===== src/tpm_pkg.sv =====
// three phase motor pwm: register map, field layout and mode codes
// assumes a single 200 MHz clock domain and a plain register port
package tpm_pkg;

   // ----------------------------------------------------------------
   // register offsets (word index on the plain port)
   // ----------------------------------------------------------------
   localparam logic [4:0] ADDR_START = 5'h00;
   localparam logic [4:0] ADDR_CTRL3 = 5'h01;
   localparam logic [4:0] ADDR_CTRL4 = 5'h02;
   localparam logic [4:0] ADDR_MODE3 = 5'h03;
   localparam logic [4:0] ADDR_MODE4 = 5'h04;
   localparam logic [4:0] ADDR_OUTCTL = 5'h05;
   localparam logic [4:0] ADDR_OEN = 5'h06;
   localparam logic [4:0] ADDR_BUSCTL = 5'h07;
   localparam logic [4:0] ADDR_CNT3 = 5'h08;
   localparam logic [4:0] ADDR_CNT4 = 5'h09;
   localparam logic [4:0] ADDR_LIMIT = 5'h0a;
   localparam logic [4:0] ADDR_DUTY1 = 5'h0b;
   localparam logic [4:0] ADDR_DUTY2 = 5'h0c;
   localparam logic [4:0] ADDR_DUTY3 = 5'h0d;
   localparam logic [4:0] ADDR_LIMBUF = 5'h0e;
   localparam logic [4:0] ADDR_BUF1 = 5'h0f;
   localparam logic [4:0] ADDR_BUF2 = 5'h10;
   localparam logic [4:0] ADDR_BUF3 = 5'h11;
   localparam logic [4:0] ADDR_DEAD = 5'h12;
   localparam logic [4:0] ADDR_HALF = 5'h13;
   localparam logic [4:0] ADDR_HALFBUF = 5'h14;
   localparam logic [4:0] ADDR_SUB = 5'h15;

   // ----------------------------------------------------------------
   // field positions and codes
   // ----------------------------------------------------------------
   localparam int START_PERIOD_BIT = 0;
   localparam int START_COMPANION_BIT = 1;
   localparam int BUS_ACCESS_BIT = 13;
   localparam int OUTCTL_TOGGLE_BIT = 0;
   localparam int OUTCTL_POS_BIT = 1;
   localparam int OUTCTL_NEG_BIT = 2;
   localparam logic [3:0] MODE_RESET_SYNC = 4'h8;
   localparam logic [3:0] MODE_COMP_CREST = 4'hd;
   localparam logic [3:0] MODE_COMP_TROUGH = 4'he;
   localparam logic [3:0] MODE_COMP_BOTH = 4'hf;
   localparam logic [2:0] CLEAR_ON_LIMIT = 3'h1;
   localparam logic [15:0] BUSCTL_RESET = 16'h0000;
   localparam logic [15:0] ZERO16 = 16'h0000;

   // ----------------------------------------------------------------
   // carriers
   // ----------------------------------------------------------------
   typedef struct packed {
      logic [4:0] addr;
      logic [15:0] wdata;
      logic wr;
      logic rd;
   } tpm_req_s;

   typedef struct packed {
      logic [2:0] clear_source_select;
      logic count_edge_select_hi;
      logic count_edge_select_lo;
      logic [2:0] prescaler_select;
   } tpm_ctrl_s;

   typedef struct packed {
      logic negative_level_select;
      logic positive_level_select;
      logic period_toggle_enable;
   } tpm_outctl_s;

endpackage


===== src/tpm_core.sv =====
// three phase motor pwm: counters, compare logic and register port
// assumes registers reached over a plain strobe port, outputs go to the
// pin mux; the shutdown input is already synchronous to ref_clk_i
`timescale 1ns/100ps

// Overview of operation
// [RULE1] software halts both counters before any mode setup
// [RULE2] software selects period-limit match as the period counter clear
// [RULE3] software zeroes both counters before reset-synchronized mode
// [RULE4] duties stay at or below the limit; equal duty toggles at limit
// [RULE5] mode field 1000 selects reset-synchronized mode, phase pins output
// [RULE6] reset-synchronized: counters count up, limit match clears to zero
// [RULE7] reset-synchronized: outputs toggle on own duty match and clear
// [RULE8] software sets the period start bit to begin counting
// [RULE9] toggle-output enable plus positive and negative level selects
// [RULE10] complementary: non-overlapping pairs, toggle pin, up/down counters
// [RULE11] spare port pin stays a general port in complementary mode
// [RULE12] external shutdown input forces all pwm outputs off
// [RULE13] software loads dead time into period counter, zero in companion
// [RULE14] counters, compares, dead time, half cycle gated by bit 13
// [RULE15] buffers always accessible, temps hidden, subcounter read-only
// [RULE16] software sets limit to half cycle plus dead time, half cycle
// [RULE17] software writes identical initial duty to compare and buffer
// [RULE18] complementary mode set only in the period channel mode register
// [RULE19] master enable gates each pwm pin individually
// [RULE20] software starts both channels in one write
// [RULE21] sync clear only used for restarts from another channel
// [RULE22] software uses identical prescaler and edge on both channels
// [RULE23] complementary: period counter up to limit, down to dead time
// [RULE24] complementary: companion up to half cycle, down to zero
// [RULE25] on duty match the selected positive or negative level is driven
// [RULE26] with no pwm mode active the phase pins are not driven
module tpm_core (
   input wire logic ref_clk_i,
   input wire logic rst_n_i,
   input wire logic [4:0] addr_i,
   input wire logic [15:0] wdata_i,
   input wire logic wr_i,
   input wire logic rd_i,
   input wire logic shutdown_i,
   output logic [15:0] rdata_o,
   output logic [5:0] phase_out_o,
   output logic [5:0] phase_oe_o,
   output logic period_toggle_o,
   output logic period_toggle_oe_o
);

   // ----------------------------------------------------------------
   // state
   // ----------------------------------------------------------------
   tpm_pkg::tpm_req_s req;
   tpm_pkg::tpm_ctrl_s ctrl3;
   tpm_pkg::tpm_ctrl_s ctrl4;
   tpm_pkg::tpm_outctl_s outctl;
   logic [1:0] start;
   logic [3:0] mode3;
   logic [3:0] mode4;
   logic [5:0] oen;
   logic [15:0] busctl;
   logic [15:0] cnt3;
   logic [15:0] cnt4;
   logic [15:0] limit;
   logic [15:0] limbuf;
   logic [15:0] dead;
   logic [15:0] half;
   logic [15:0] halfbuf;
   logic [15:0] sub;
   logic [15:0] duty [3];
   logic [15:0] dbuf [3];
   logic [15:0] temp [3];
   logic [2:0] phase_st;
   logic down3;
   logic down4;
   logic prev_comp;
   logic [5:0] presc;
   logic tick;
   logic access;
   logic rs_mode;
   logic comp_mode;
   logic entering;
   logic run;
   logic rs_clear;
   logic crest;
   logic trough;
   logic xfer;
   logic [5:0] next_out;
   logic [5:0] next_oe;
   logic [5:0] mask;

   assign req = '{addr: addr_i, wdata: wdata_i, wr: wr_i, rd: rd_i};
   assign access = busctl[tpm_pkg::BUS_ACCESS_BIT]; // see [RULE14]
   assign rs_mode = (mode3 == tpm_pkg::MODE_RESET_SYNC); // see [RULE5]
   assign comp_mode = (mode3 == tpm_pkg::MODE_COMP_CREST) ||
      (mode3 == tpm_pkg::MODE_COMP_TROUGH) ||
      (mode3 == tpm_pkg::MODE_COMP_BOTH); // see [RULE18]
   assign entering = comp_mode && !prev_comp;
   assign run = start[tpm_pkg::START_PERIOD_BIT];
   assign rs_clear = rs_mode && tick && (cnt3 == limit) &&
      (ctrl3.clear_source_select == tpm_pkg::CLEAR_ON_LIMIT); // see [RULE6]
   assign crest = comp_mode && tick && !down3 && (cnt3 == limit);
   assign trough = comp_mode && tick && down4 && (cnt4 == tpm_pkg::ZERO16);
   assign xfer = ((mode3 != tpm_pkg::MODE_COMP_TROUGH) && crest) ||
      ((mode3 != tpm_pkg::MODE_COMP_CREST) && trough);

   // ----------------------------------------------------------------
   // prescaler
   // ----------------------------------------------------------------
   always_comb begin
      case (ctrl3.prescaler_select)
         3'h0: mask = 6'h00;
         3'h1: mask = 6'h03;
         3'h2: mask = 6'h0f;
         3'h3: mask = 6'h3f;
         default: mask = 6'h00;
      endcase
   end

   assign tick = run && ((presc & mask) == mask);

   always_ff @(posedge ref_clk_i or negedge rst_n_i) begin
      if (!rst_n_i) begin
         presc <= 6'h00;
      end else if (run) begin
         presc <= presc + 6'h01;
      end else begin
         presc <= 6'h00;
      end
   end

   // ----------------------------------------------------------------
   // control registers
   // ----------------------------------------------------------------
   always_ff @(posedge ref_clk_i or negedge rst_n_i) begin
      if (!rst_n_i) begin
         start <= 2'h0;
         ctrl3 <= '0;
         ctrl4 <= '0;
         mode3 <= 4'h0;
         mode4 <= 4'h0;
         outctl <= '0;
         oen <= 6'h00;
         busctl <= tpm_pkg::BUSCTL_RESET;
         prev_comp <= 1'b0;
      end else begin
         prev_comp <= comp_mode;
         if (req.wr) begin
            case (req.addr)
               tpm_pkg::ADDR_START: start <= req.wdata[1:0];
               tpm_pkg::ADDR_CTRL3: ctrl3 <= req.wdata[7:0];
               tpm_pkg::ADDR_CTRL4: ctrl4 <= req.wdata[7:0];
               tpm_pkg::ADDR_MODE3: mode3 <= req.wdata[3:0];
               tpm_pkg::ADDR_MODE4: mode4 <= req.wdata[3:0];
               tpm_pkg::ADDR_OUTCTL: outctl <= req.wdata[2:0]; // see [RULE9]
               tpm_pkg::ADDR_OEN: oen <= req.wdata[5:0]; // see [RULE19]
               tpm_pkg::ADDR_BUSCTL: busctl <= req.wdata;
               default: ;
            endcase
         end
      end
   end

   // ----------------------------------------------------------------
   // buffers and temporaries
   // ----------------------------------------------------------------
   always_ff @(posedge ref_clk_i or negedge rst_n_i) begin
      if (!rst_n_i) begin
         limbuf <= tpm_pkg::ZERO16;
         halfbuf <= tpm_pkg::ZERO16;
         for (int i = 0; i < 3; i++) begin
            dbuf[i] <= tpm_pkg::ZERO16;
            temp[i] <= tpm_pkg::ZERO16;
         end
      end else begin
         if (req.wr) begin // see [RULE15]
            case (req.addr)
               tpm_pkg::ADDR_LIMBUF: limbuf <= req.wdata;
               tpm_pkg::ADDR_HALFBUF: halfbuf <= req.wdata;
               tpm_pkg::ADDR_BUF1: dbuf[0] <= req.wdata;
               tpm_pkg::ADDR_BUF2: dbuf[1] <= req.wdata;
               tpm_pkg::ADDR_BUF3: dbuf[2] <= req.wdata;
               default: ;
            endcase
         end
         if (!down3) begin
            for (int i = 0; i < 3; i++) begin
               temp[i] <= dbuf[i];
            end
         end
      end
   end

   // ----------------------------------------------------------------
   // compare, limit, dead time and half cycle registers
   // ----------------------------------------------------------------
   always_ff @(posedge ref_clk_i or negedge rst_n_i) begin
      if (!rst_n_i) begin
         limit <= tpm_pkg::ZERO16;
         dead <= tpm_pkg::ZERO16;
         half <= tpm_pkg::ZERO16;
         for (int i = 0; i < 3; i++) begin
            duty[i] <= tpm_pkg::ZERO16;
         end
      end else if (req.wr && access) begin // see [RULE14]
         case (req.addr)
            tpm_pkg::ADDR_LIMIT: limit <= req.wdata;
            tpm_pkg::ADDR_DEAD: dead <= req.wdata;
            tpm_pkg::ADDR_HALF: half <= req.wdata;
            tpm_pkg::ADDR_DUTY1: duty[0] <= req.wdata;
            tpm_pkg::ADDR_DUTY2: duty[1] <= req.wdata;
            tpm_pkg::ADDR_DUTY3: duty[2] <= req.wdata;
            default: ;
         endcase
      end else if (entering) begin
         limit <= limbuf;
         half <= halfbuf;
         for (int i = 0; i < 3; i++) begin
            duty[i] <= dbuf[i];
         end
      end else if (xfer) begin
         limit <= limbuf;
         half <= halfbuf;
         for (int i = 0; i < 3; i++) begin
            duty[i] <= temp[i];
         end
      end
   end

   // ----------------------------------------------------------------
   // counters
   // ----------------------------------------------------------------
   always_ff @(posedge ref_clk_i or negedge rst_n_i) begin
      if (!rst_n_i) begin
         cnt3 <= tpm_pkg::ZERO16;
         down3 <= 1'b0;
      end else if (req.wr && access && req.addr == tpm_pkg::ADDR_CNT3) begin
         cnt3 <= req.wdata;
      end else if (comp_mode && !run) begin
         cnt3 <= dead;
         down3 <= 1'b0;
      end else if (rs_clear) begin
         cnt3 <= tpm_pkg::ZERO16; // see [RULE6]
      end else if (tick && rs_mode) begin
         cnt3 <= cnt3 + 16'h0001;
      end else if (tick && comp_mode) begin // see [RULE23]
         if (!down3 && cnt3 == limit) begin
            down3 <= 1'b1;
            cnt3 <= cnt3 - 16'h0001;
         end else if (down3 && cnt3 == dead) begin
            down3 <= 1'b0;
            cnt3 <= cnt3 + 16'h0001;
         end else if (down3) begin
            cnt3 <= cnt3 - 16'h0001;
         end else begin
            cnt3 <= cnt3 + 16'h0001;
         end
      end
   end

   always_ff @(posedge ref_clk_i or negedge rst_n_i) begin
      if (!rst_n_i) begin
         cnt4 <= tpm_pkg::ZERO16;
         down4 <= 1'b0;
      end else if (req.wr && access && req.addr == tpm_pkg::ADDR_CNT4) begin
         cnt4 <= req.wdata;
      end else if (comp_mode && !run) begin
         down4 <= 1'b0;
      end else if (rs_clear) begin
         cnt4 <= tpm_pkg::ZERO16;
      end else if (tick && rs_mode) begin
         cnt4 <= cnt4 + 16'h0001;
      end else if (tick && comp_mode) begin // see [RULE24]
         if (!down4 && cnt4 == half) begin
            down4 <= 1'b1;
            cnt4 <= cnt4 - 16'h0001;
         end else if (down4 && cnt4 == tpm_pkg::ZERO16) begin
            down4 <= 1'b0;
            cnt4 <= cnt4 + 16'h0001;
         end else if (down4) begin
            cnt4 <= cnt4 - 16'h0001;
         end else begin
            cnt4 <= cnt4 + 16'h0001;
         end
      end
   end

   // subcounter shows the dead-time gap between the two counters
   always_ff @(posedge ref_clk_i or negedge rst_n_i) begin
      if (!rst_n_i) begin
         sub <= tpm_pkg::ZERO16;
      end else if (comp_mode && run) begin
         sub <= cnt3 - cnt4; // see [RULE15]
      end else begin
         sub <= tpm_pkg::ZERO16;
      end
   end

   // ----------------------------------------------------------------
   // waveform generation
   // ----------------------------------------------------------------
   always_ff @(posedge ref_clk_i or negedge rst_n_i) begin
      if (!rst_n_i) begin
         phase_st <= 3'h0;
      end else if (!rs_mode) begin
         phase_st <= 3'h0;
      end else if (tick) begin
         for (int i = 0; i < 3; i++) begin
            if (cnt3 == duty[i] || rs_clear) begin // see [RULE4] [RULE7]
               phase_st[i] <= !phase_st[i];
            end
         end
      end
   end

   always_comb begin
      next_out = 6'h00;
      next_oe = 6'h00;
      for (int i = 0; i < 3; i++) begin
         if (rs_mode) begin
            next_out[2*i] = phase_st[i] ~^ outctl.positive_level_select;
            next_out[2*i+1] = phase_st[i] ^ outctl.negative_level_select;
         end else if (comp_mode) begin // see [RULE10] [RULE25]
            next_out[2*i] = (cnt4 > duty[i]) ~^
               outctl.positive_level_select;
            next_out[2*i+1] = (cnt3 < duty[i]) ~^
               outctl.negative_level_select;
         end
      end
      if ((rs_mode || comp_mode) && !shutdown_i) begin // see [RULE26]
         next_oe = oen; // see [RULE19] [RULE12]
      end
   end

   always_ff @(posedge ref_clk_i or negedge rst_n_i) begin
      if (!rst_n_i) begin
         phase_out_o <= 6'h00;
         phase_oe_o <= 6'h00;
      end else begin
         phase_out_o <= next_out;
         phase_oe_o <= next_oe;
      end
   end

   always_ff @(posedge ref_clk_i or negedge rst_n_i) begin
      if (!rst_n_i) begin
         period_toggle_o <= 1'b0;
         period_toggle_oe_o <= 1'b0;
      end else begin
         period_toggle_oe_o <= comp_mode &&
            outctl.period_toggle_enable && !shutdown_i; // see [RULE9]
         if (!comp_mode) begin
            period_toggle_o <= 1'b0;
         end else if (crest || trough) begin
            period_toggle_o <= !period_toggle_o; // see [RULE10]
         end
      end
   end

   // ----------------------------------------------------------------
   // read port
   // ----------------------------------------------------------------
   always_ff @(posedge ref_clk_i or negedge rst_n_i) begin
      if (!rst_n_i) begin
         rdata_o <= tpm_pkg::ZERO16;
      end else if (req.rd) begin
         case (req.addr)
            tpm_pkg::ADDR_START: rdata_o <= {14'h0000, start};
            tpm_pkg::ADDR_CTRL3: rdata_o <= {8'h00, ctrl3};
            tpm_pkg::ADDR_CTRL4: rdata_o <= {8'h00, ctrl4};
            tpm_pkg::ADDR_MODE3: rdata_o <= {12'h000, mode3};
            tpm_pkg::ADDR_MODE4: rdata_o <= {12'h000, mode4};
            tpm_pkg::ADDR_OUTCTL: rdata_o <= {13'h0000, outctl};
            tpm_pkg::ADDR_OEN: rdata_o <= {10'h000, oen};
            tpm_pkg::ADDR_BUSCTL: rdata_o <= busctl;
            tpm_pkg::ADDR_CNT3: rdata_o <= access ? cnt3 : 16'h0000;
            tpm_pkg::ADDR_CNT4: rdata_o <= access ? cnt4 : 16'h0000;
            tpm_pkg::ADDR_LIMIT: rdata_o <= access ? limit : 16'h0000;
            tpm_pkg::ADDR_DUTY1: rdata_o <= access ? duty[0] : 16'h0000;
            tpm_pkg::ADDR_DUTY2: rdata_o <= access ? duty[1] : 16'h0000;
            tpm_pkg::ADDR_DUTY3: rdata_o <= access ? duty[2] : 16'h0000;
            tpm_pkg::ADDR_DEAD: rdata_o <= access ? dead : 16'h0000;
            tpm_pkg::ADDR_HALF: rdata_o <= access ? half : 16'h0000;
            tpm_pkg::ADDR_LIMBUF: rdata_o <= limbuf;
            tpm_pkg::ADDR_BUF1: rdata_o <= dbuf[0];
            tpm_pkg::ADDR_BUF2: rdata_o <= dbuf[1];
            tpm_pkg::ADDR_BUF3: rdata_o <= dbuf[2];
            tpm_pkg::ADDR_HALFBUF: rdata_o <= halfbuf;
            tpm_pkg::ADDR_SUB: rdata_o <= sub;
            default: rdata_o <= 16'h0000;
         endcase
      end else begin
         rdata_o <= 16'h0000;
      end
   end
endmodule // tpm_core


===== config.mk =====
export PLATFORM = sky130hd
export DESIGN_NAME = tpm_core
export DESIGN_NICKNAME = d
export VERILOG_FILES = /design/src/tpm_pkg.sv /design/src/tpm_core.sv
export SDC_FILE = /design/constraint.sdc
export NUM_CORES = 1
export LEC_CHECK = 0
export BUFFER_PORTS_ARGS = -buffer_cell sky130_fd_sc_hd__buf_2
export CORE_ASPECT_RATIO = 0.6
export CORE_MARGIN = 2
export CORE_UTILIZATION = 50
export DETAILED_ROUTE_END_ITERATION = 16
export PLACE_DENSITY = 0.77
export SYNTH_ARGS = -nofsm -noshare
export SYNTH_HDL_FRONTEND = slang
export SYNTH_SLANG_ARGS = --single-unit

===== constraint.sdc =====
create_clock -name ref_clk_i -period 5.65 [get_ports ref_clk_i]
set_clock_uncertainty 0.2 [all_clocks]
set_input_delay 0.565 -clock ref_clk_i [delete_from_list [all_inputs] [get_ports ref_clk_i]]
set_output_delay 0.565 -clock ref_clk_i [all_outputs]
set_load 0.05 [all_outputs]

==> results_dict.tcl <==
set metrics [dict create \
    synth-seq-cells 365 \
    worstPathRequired_ps 5840 \
    grt-ovfl-total 0 \
    max_stage_delay_ps 1200 \
    track_usage_pct 36.8 \
    gp_congestion 1.02 \
    critPathTopFamily "compound AO/OA/AOI/OAI gates" \
    vias 18600 \
    post-route-util_pct 55.9 \
    final_common_cell "dfrtp_1" \
    worstReg2RegStart "cnt3[0]$_DFFE_PN0P_" \
    clockBufferDepth 3 \
    slowest_stage "a2111oi_0" \
    antenna_found_initial 1 \
    ctsResizeCount 0 \
    fmax_ghz 0.212 \
    grt_pass1_wl_microns 120000 \
    start_kind "flop" \
    status "complete, no violations" \
    tightest_slew_ps 1380 \
    p_leak_nw 10.4 \
    grt_pass1_vias 17800 \
    min_period_ps 4710 \
    antennaDiodeCount 0 \
    setup_viol 0 \
    relSlewSlack_pct 7.81 \
    nFillCells 3681 \
    async_reset_ff_share_pct 100 \
    cts_tree "built" \
    path_max_fanout 7 \
    initial_core_util_pct 50.9 \
    cts_sinks 365 \
    synth_cell_types 75 \
    critPathLaunch "cnt3[0]$_DFFE_PN0P_" \
    drc 0 \
    rsz0062_at_grt "false" \
    endpoint_kind "flop" \
    wire_per_inst_microns 30.0 \
    setup_tns_ps 0 \
    min_period_over_period_pct 83.4 \
    synth.net_count 2284 \
    crit_cells 13 \
    area_delta_synth_final_pct 9.94 \
    htree_levels 2 \
    die-area_sq_mm 0.0445 \
    rows 58 \
    cp.arrival_ps 4900 \
    drv_slew 0 \
    ff2ff_path_depth 13 \
    syn_inst 2140 \
    grt_max_degree 153 \
    p_per_area_mw_per_mm2 452 \
    dr.pass1.iters 8 \
    ys_warn_count 0 \
    post-route-worst-setup-slack_ps 940 \
    drtIter0Drc 2630 \
    fp.dieH_microns 164 \
    crit_chain "inv_1 > ha_1 > inv_1 > fa_1 > a21oi_1 > o21bai_1 > a2111oi_0 > o311ai_0 > a21o_1 > a21oi_1 > o21ai_0 > xnor2_1 > nor2_1" \
    drt.antenna.violating_nets 0 \
    cts-root-buf "clkbuf_16" \
    clk_latency_ps 550 \
    syn_area_per_cell_sq_um 9.99 \
    numCtsBuffers 36 \
    path_class "flop to flop" \
    worstPathBufferInverterCount 2 \
    synth-edff-count 0 \
    cap_violations 0 \
    dp_worst_setup_slack_ps 1200 \
    syn_area_sq_mm 0.0214 \
    ioPinCount 56 \
    place_hpwl_microns 60400 \
    coreArea_sq_mm 0.0420 \
    r2r_slack_ps 940 \
    synth_ff_type "dfrtp_1" \
    nNetsFinal 2297 \
    via_per_inst 6.78 \
    min_path_type "primary input to flop" \
    cp-endpoint "sub[14]$_DFF_PN0_" \
    seq_area_frac_synth_pct 42.7 \
    final_cell_mix "dfrtp_1, mux2_2, nand2_1" \
    drive_above_1_share_pct 20.7 \
    die_x_microns 271 \
    io_buffers 55 \
    peakVddDrop_mv 0.255 \
    path_clk_slew_ps 70 \
    hold_viol 0 \
    reg2reg_to "sub[14]$_DFF_PN0_" \
    wirelength_microns 82500 \
]
worst register-to-register path, stage by stage (launching register included):
cell and delay [ps]:
dfrtp_1 470, inv_1 270, ha_1 230, inv_1 50, fa_1 400, a21oi_1 190
o21bai_1 190, a2111oi_0 1200, o311ai_0 500, a21o_1 290, a21oi_1 220, o21ai_0 150
xnor2_1 150, nor2_1 50
metrics by stage:
step           cells  cell area, sq um  hold slack (ps)  total power (W)
6_report        2749             23500              201           0.0106
5_1_grt         2749             23500              237           0.0111
4_1_cts         2749             23500              198           0.0105
3_5_place_dp    2683             22300              293          0.00801
3_3_place_gp    2683             22300              283          0.00791
2_1_floorplan   2140             21400             69.4          0.00646
power breakdown:
group	leakage (nW)	switching [W]	total [W]	internal [W]
combinational	5.18	0.00235	0.00402	0.00167
clock	0.560	0.00109	0.00243	0.00135
sequential	4.63	0.000864	0.00416	0.00330
total	10.4	0.00430	0.0106	0.00631
how the worst min path moves through the flow:
| stage | depth (start not counted) | start | endpoint | slack (ps) |
|---|---|---|---|---|
| 3_3_place_gp | 1 | mode4[0]$_DFFE_PN0P_ | mode4[0]$_DFFE_PN0P_ | 280 |
| 5_1_grt | 3 | wdata_i[9] | cnt4[9]$_DFFE_PN0P_ | 240 |
| 2_1_floorplan | 0 | rst_n_i | busctl[0]$_DFFE_PN0P_ | 70 |
| 6_report | 3 | wdata_i[9] | cnt4[9]$_DFFE_PN0P_ | 200 |
| 3_5_place_dp | 1 | temp[6]$_DFFE_PN0N_ | temp[6]$_DFFE_PN0N_ | 290 |
| 4_1_cts | 3 | wdata_i[9] | cnt4[9]$_DFFE_PN0P_ | 200 |
registers in the layout (all words and copies together) (netlist names), 2 cells and up:
| name | count |
|---|---|
| busctl | 16 |
| cnt3 | 16 |
| cnt4 | 16 |
| ctrl3 | 8 |
| ctrl4 | 8 |
| dbuf | 48 |
| dead | 16 |
| duty | 48 |
| half | 16 |
| halfbuf | 16 |
| limbuf | 16 |
| limit | 16 |
| mode3 | 4 |
| mode4 | 4 |
| oen | 6 |
| outctl | 3 |
| phase_oe_o | 6 |
| phase_out_o | 6 |
| phase_st | 3 |
| presc | 6 |
| rdata_o | 16 |
| start | 2 |
| sub | 16 |
| temp | 48 |
repair_timing:
action / CTS / global route
hold buffers: 2 / 0
buffers inserted: 0 / 0
endpoints found under the hold margin: 87 / 0
per-layer routing:
layer / GRT usage (%) / share of wire, % / vias up
li1: - / - / 7908
met1: 54.7 / 44 / 9336
met2: 51.7 / 40 / 1231
met3: 10.8 / 13 / 172
met4: 9.89 / 2.9 / 0
met5: 0 / 0 / -
logic make-up after synthesis:
group	share of synthesized area [%]
adder cells (fa/ha/maj)	6.94
AO/OA/AOI/OAI	16.0
multiplexers	14.1
XOR/XNOR	2.95
AND/OR/NAND/NOR	13.2
flip-flops	42.7
buffers and inverters	4.14
synthesized netlist by cell type (16+ instances only):
library cell	n	area, sq um
a21oi_1	110	551
a221oi_1	42	368
nand4_1	34	213
ha_1	117	1460
nor3_1	34	170
o21ai_0	78	390
xor2_1	17	149
inv_1	81	304
clkbuf_1	119	447
dfrtp_1	365	9130
a22oi_1	47	353
nand3_1	52	260
a22o_1	36	315
mux2_2	249	2800
nor4_1	22	138
o21a_1	16	120
nor2_1	133	499
and3_1	40	250
mux2i_1	21	210
xnor2_1	55	482
a31oi_1	62	388
nand2_1	209	785
a21o_1	19	143
final cells by class:
class / count / area [sq um] / area share [%]
clock buffer: 52 / 1010 / 4.30
clock inverter: 12 / 131 / 0.559
inverter: 82 / 308 / 1.31
multi-input combinational: 1552 / 11400 / 48.7
sequential: 365 / 9140 / 38.9
tap: 570 / 713 / 3.03
timing repair buffer: 116 / 761 / 3.24
(Power assumes the default switching activity.)
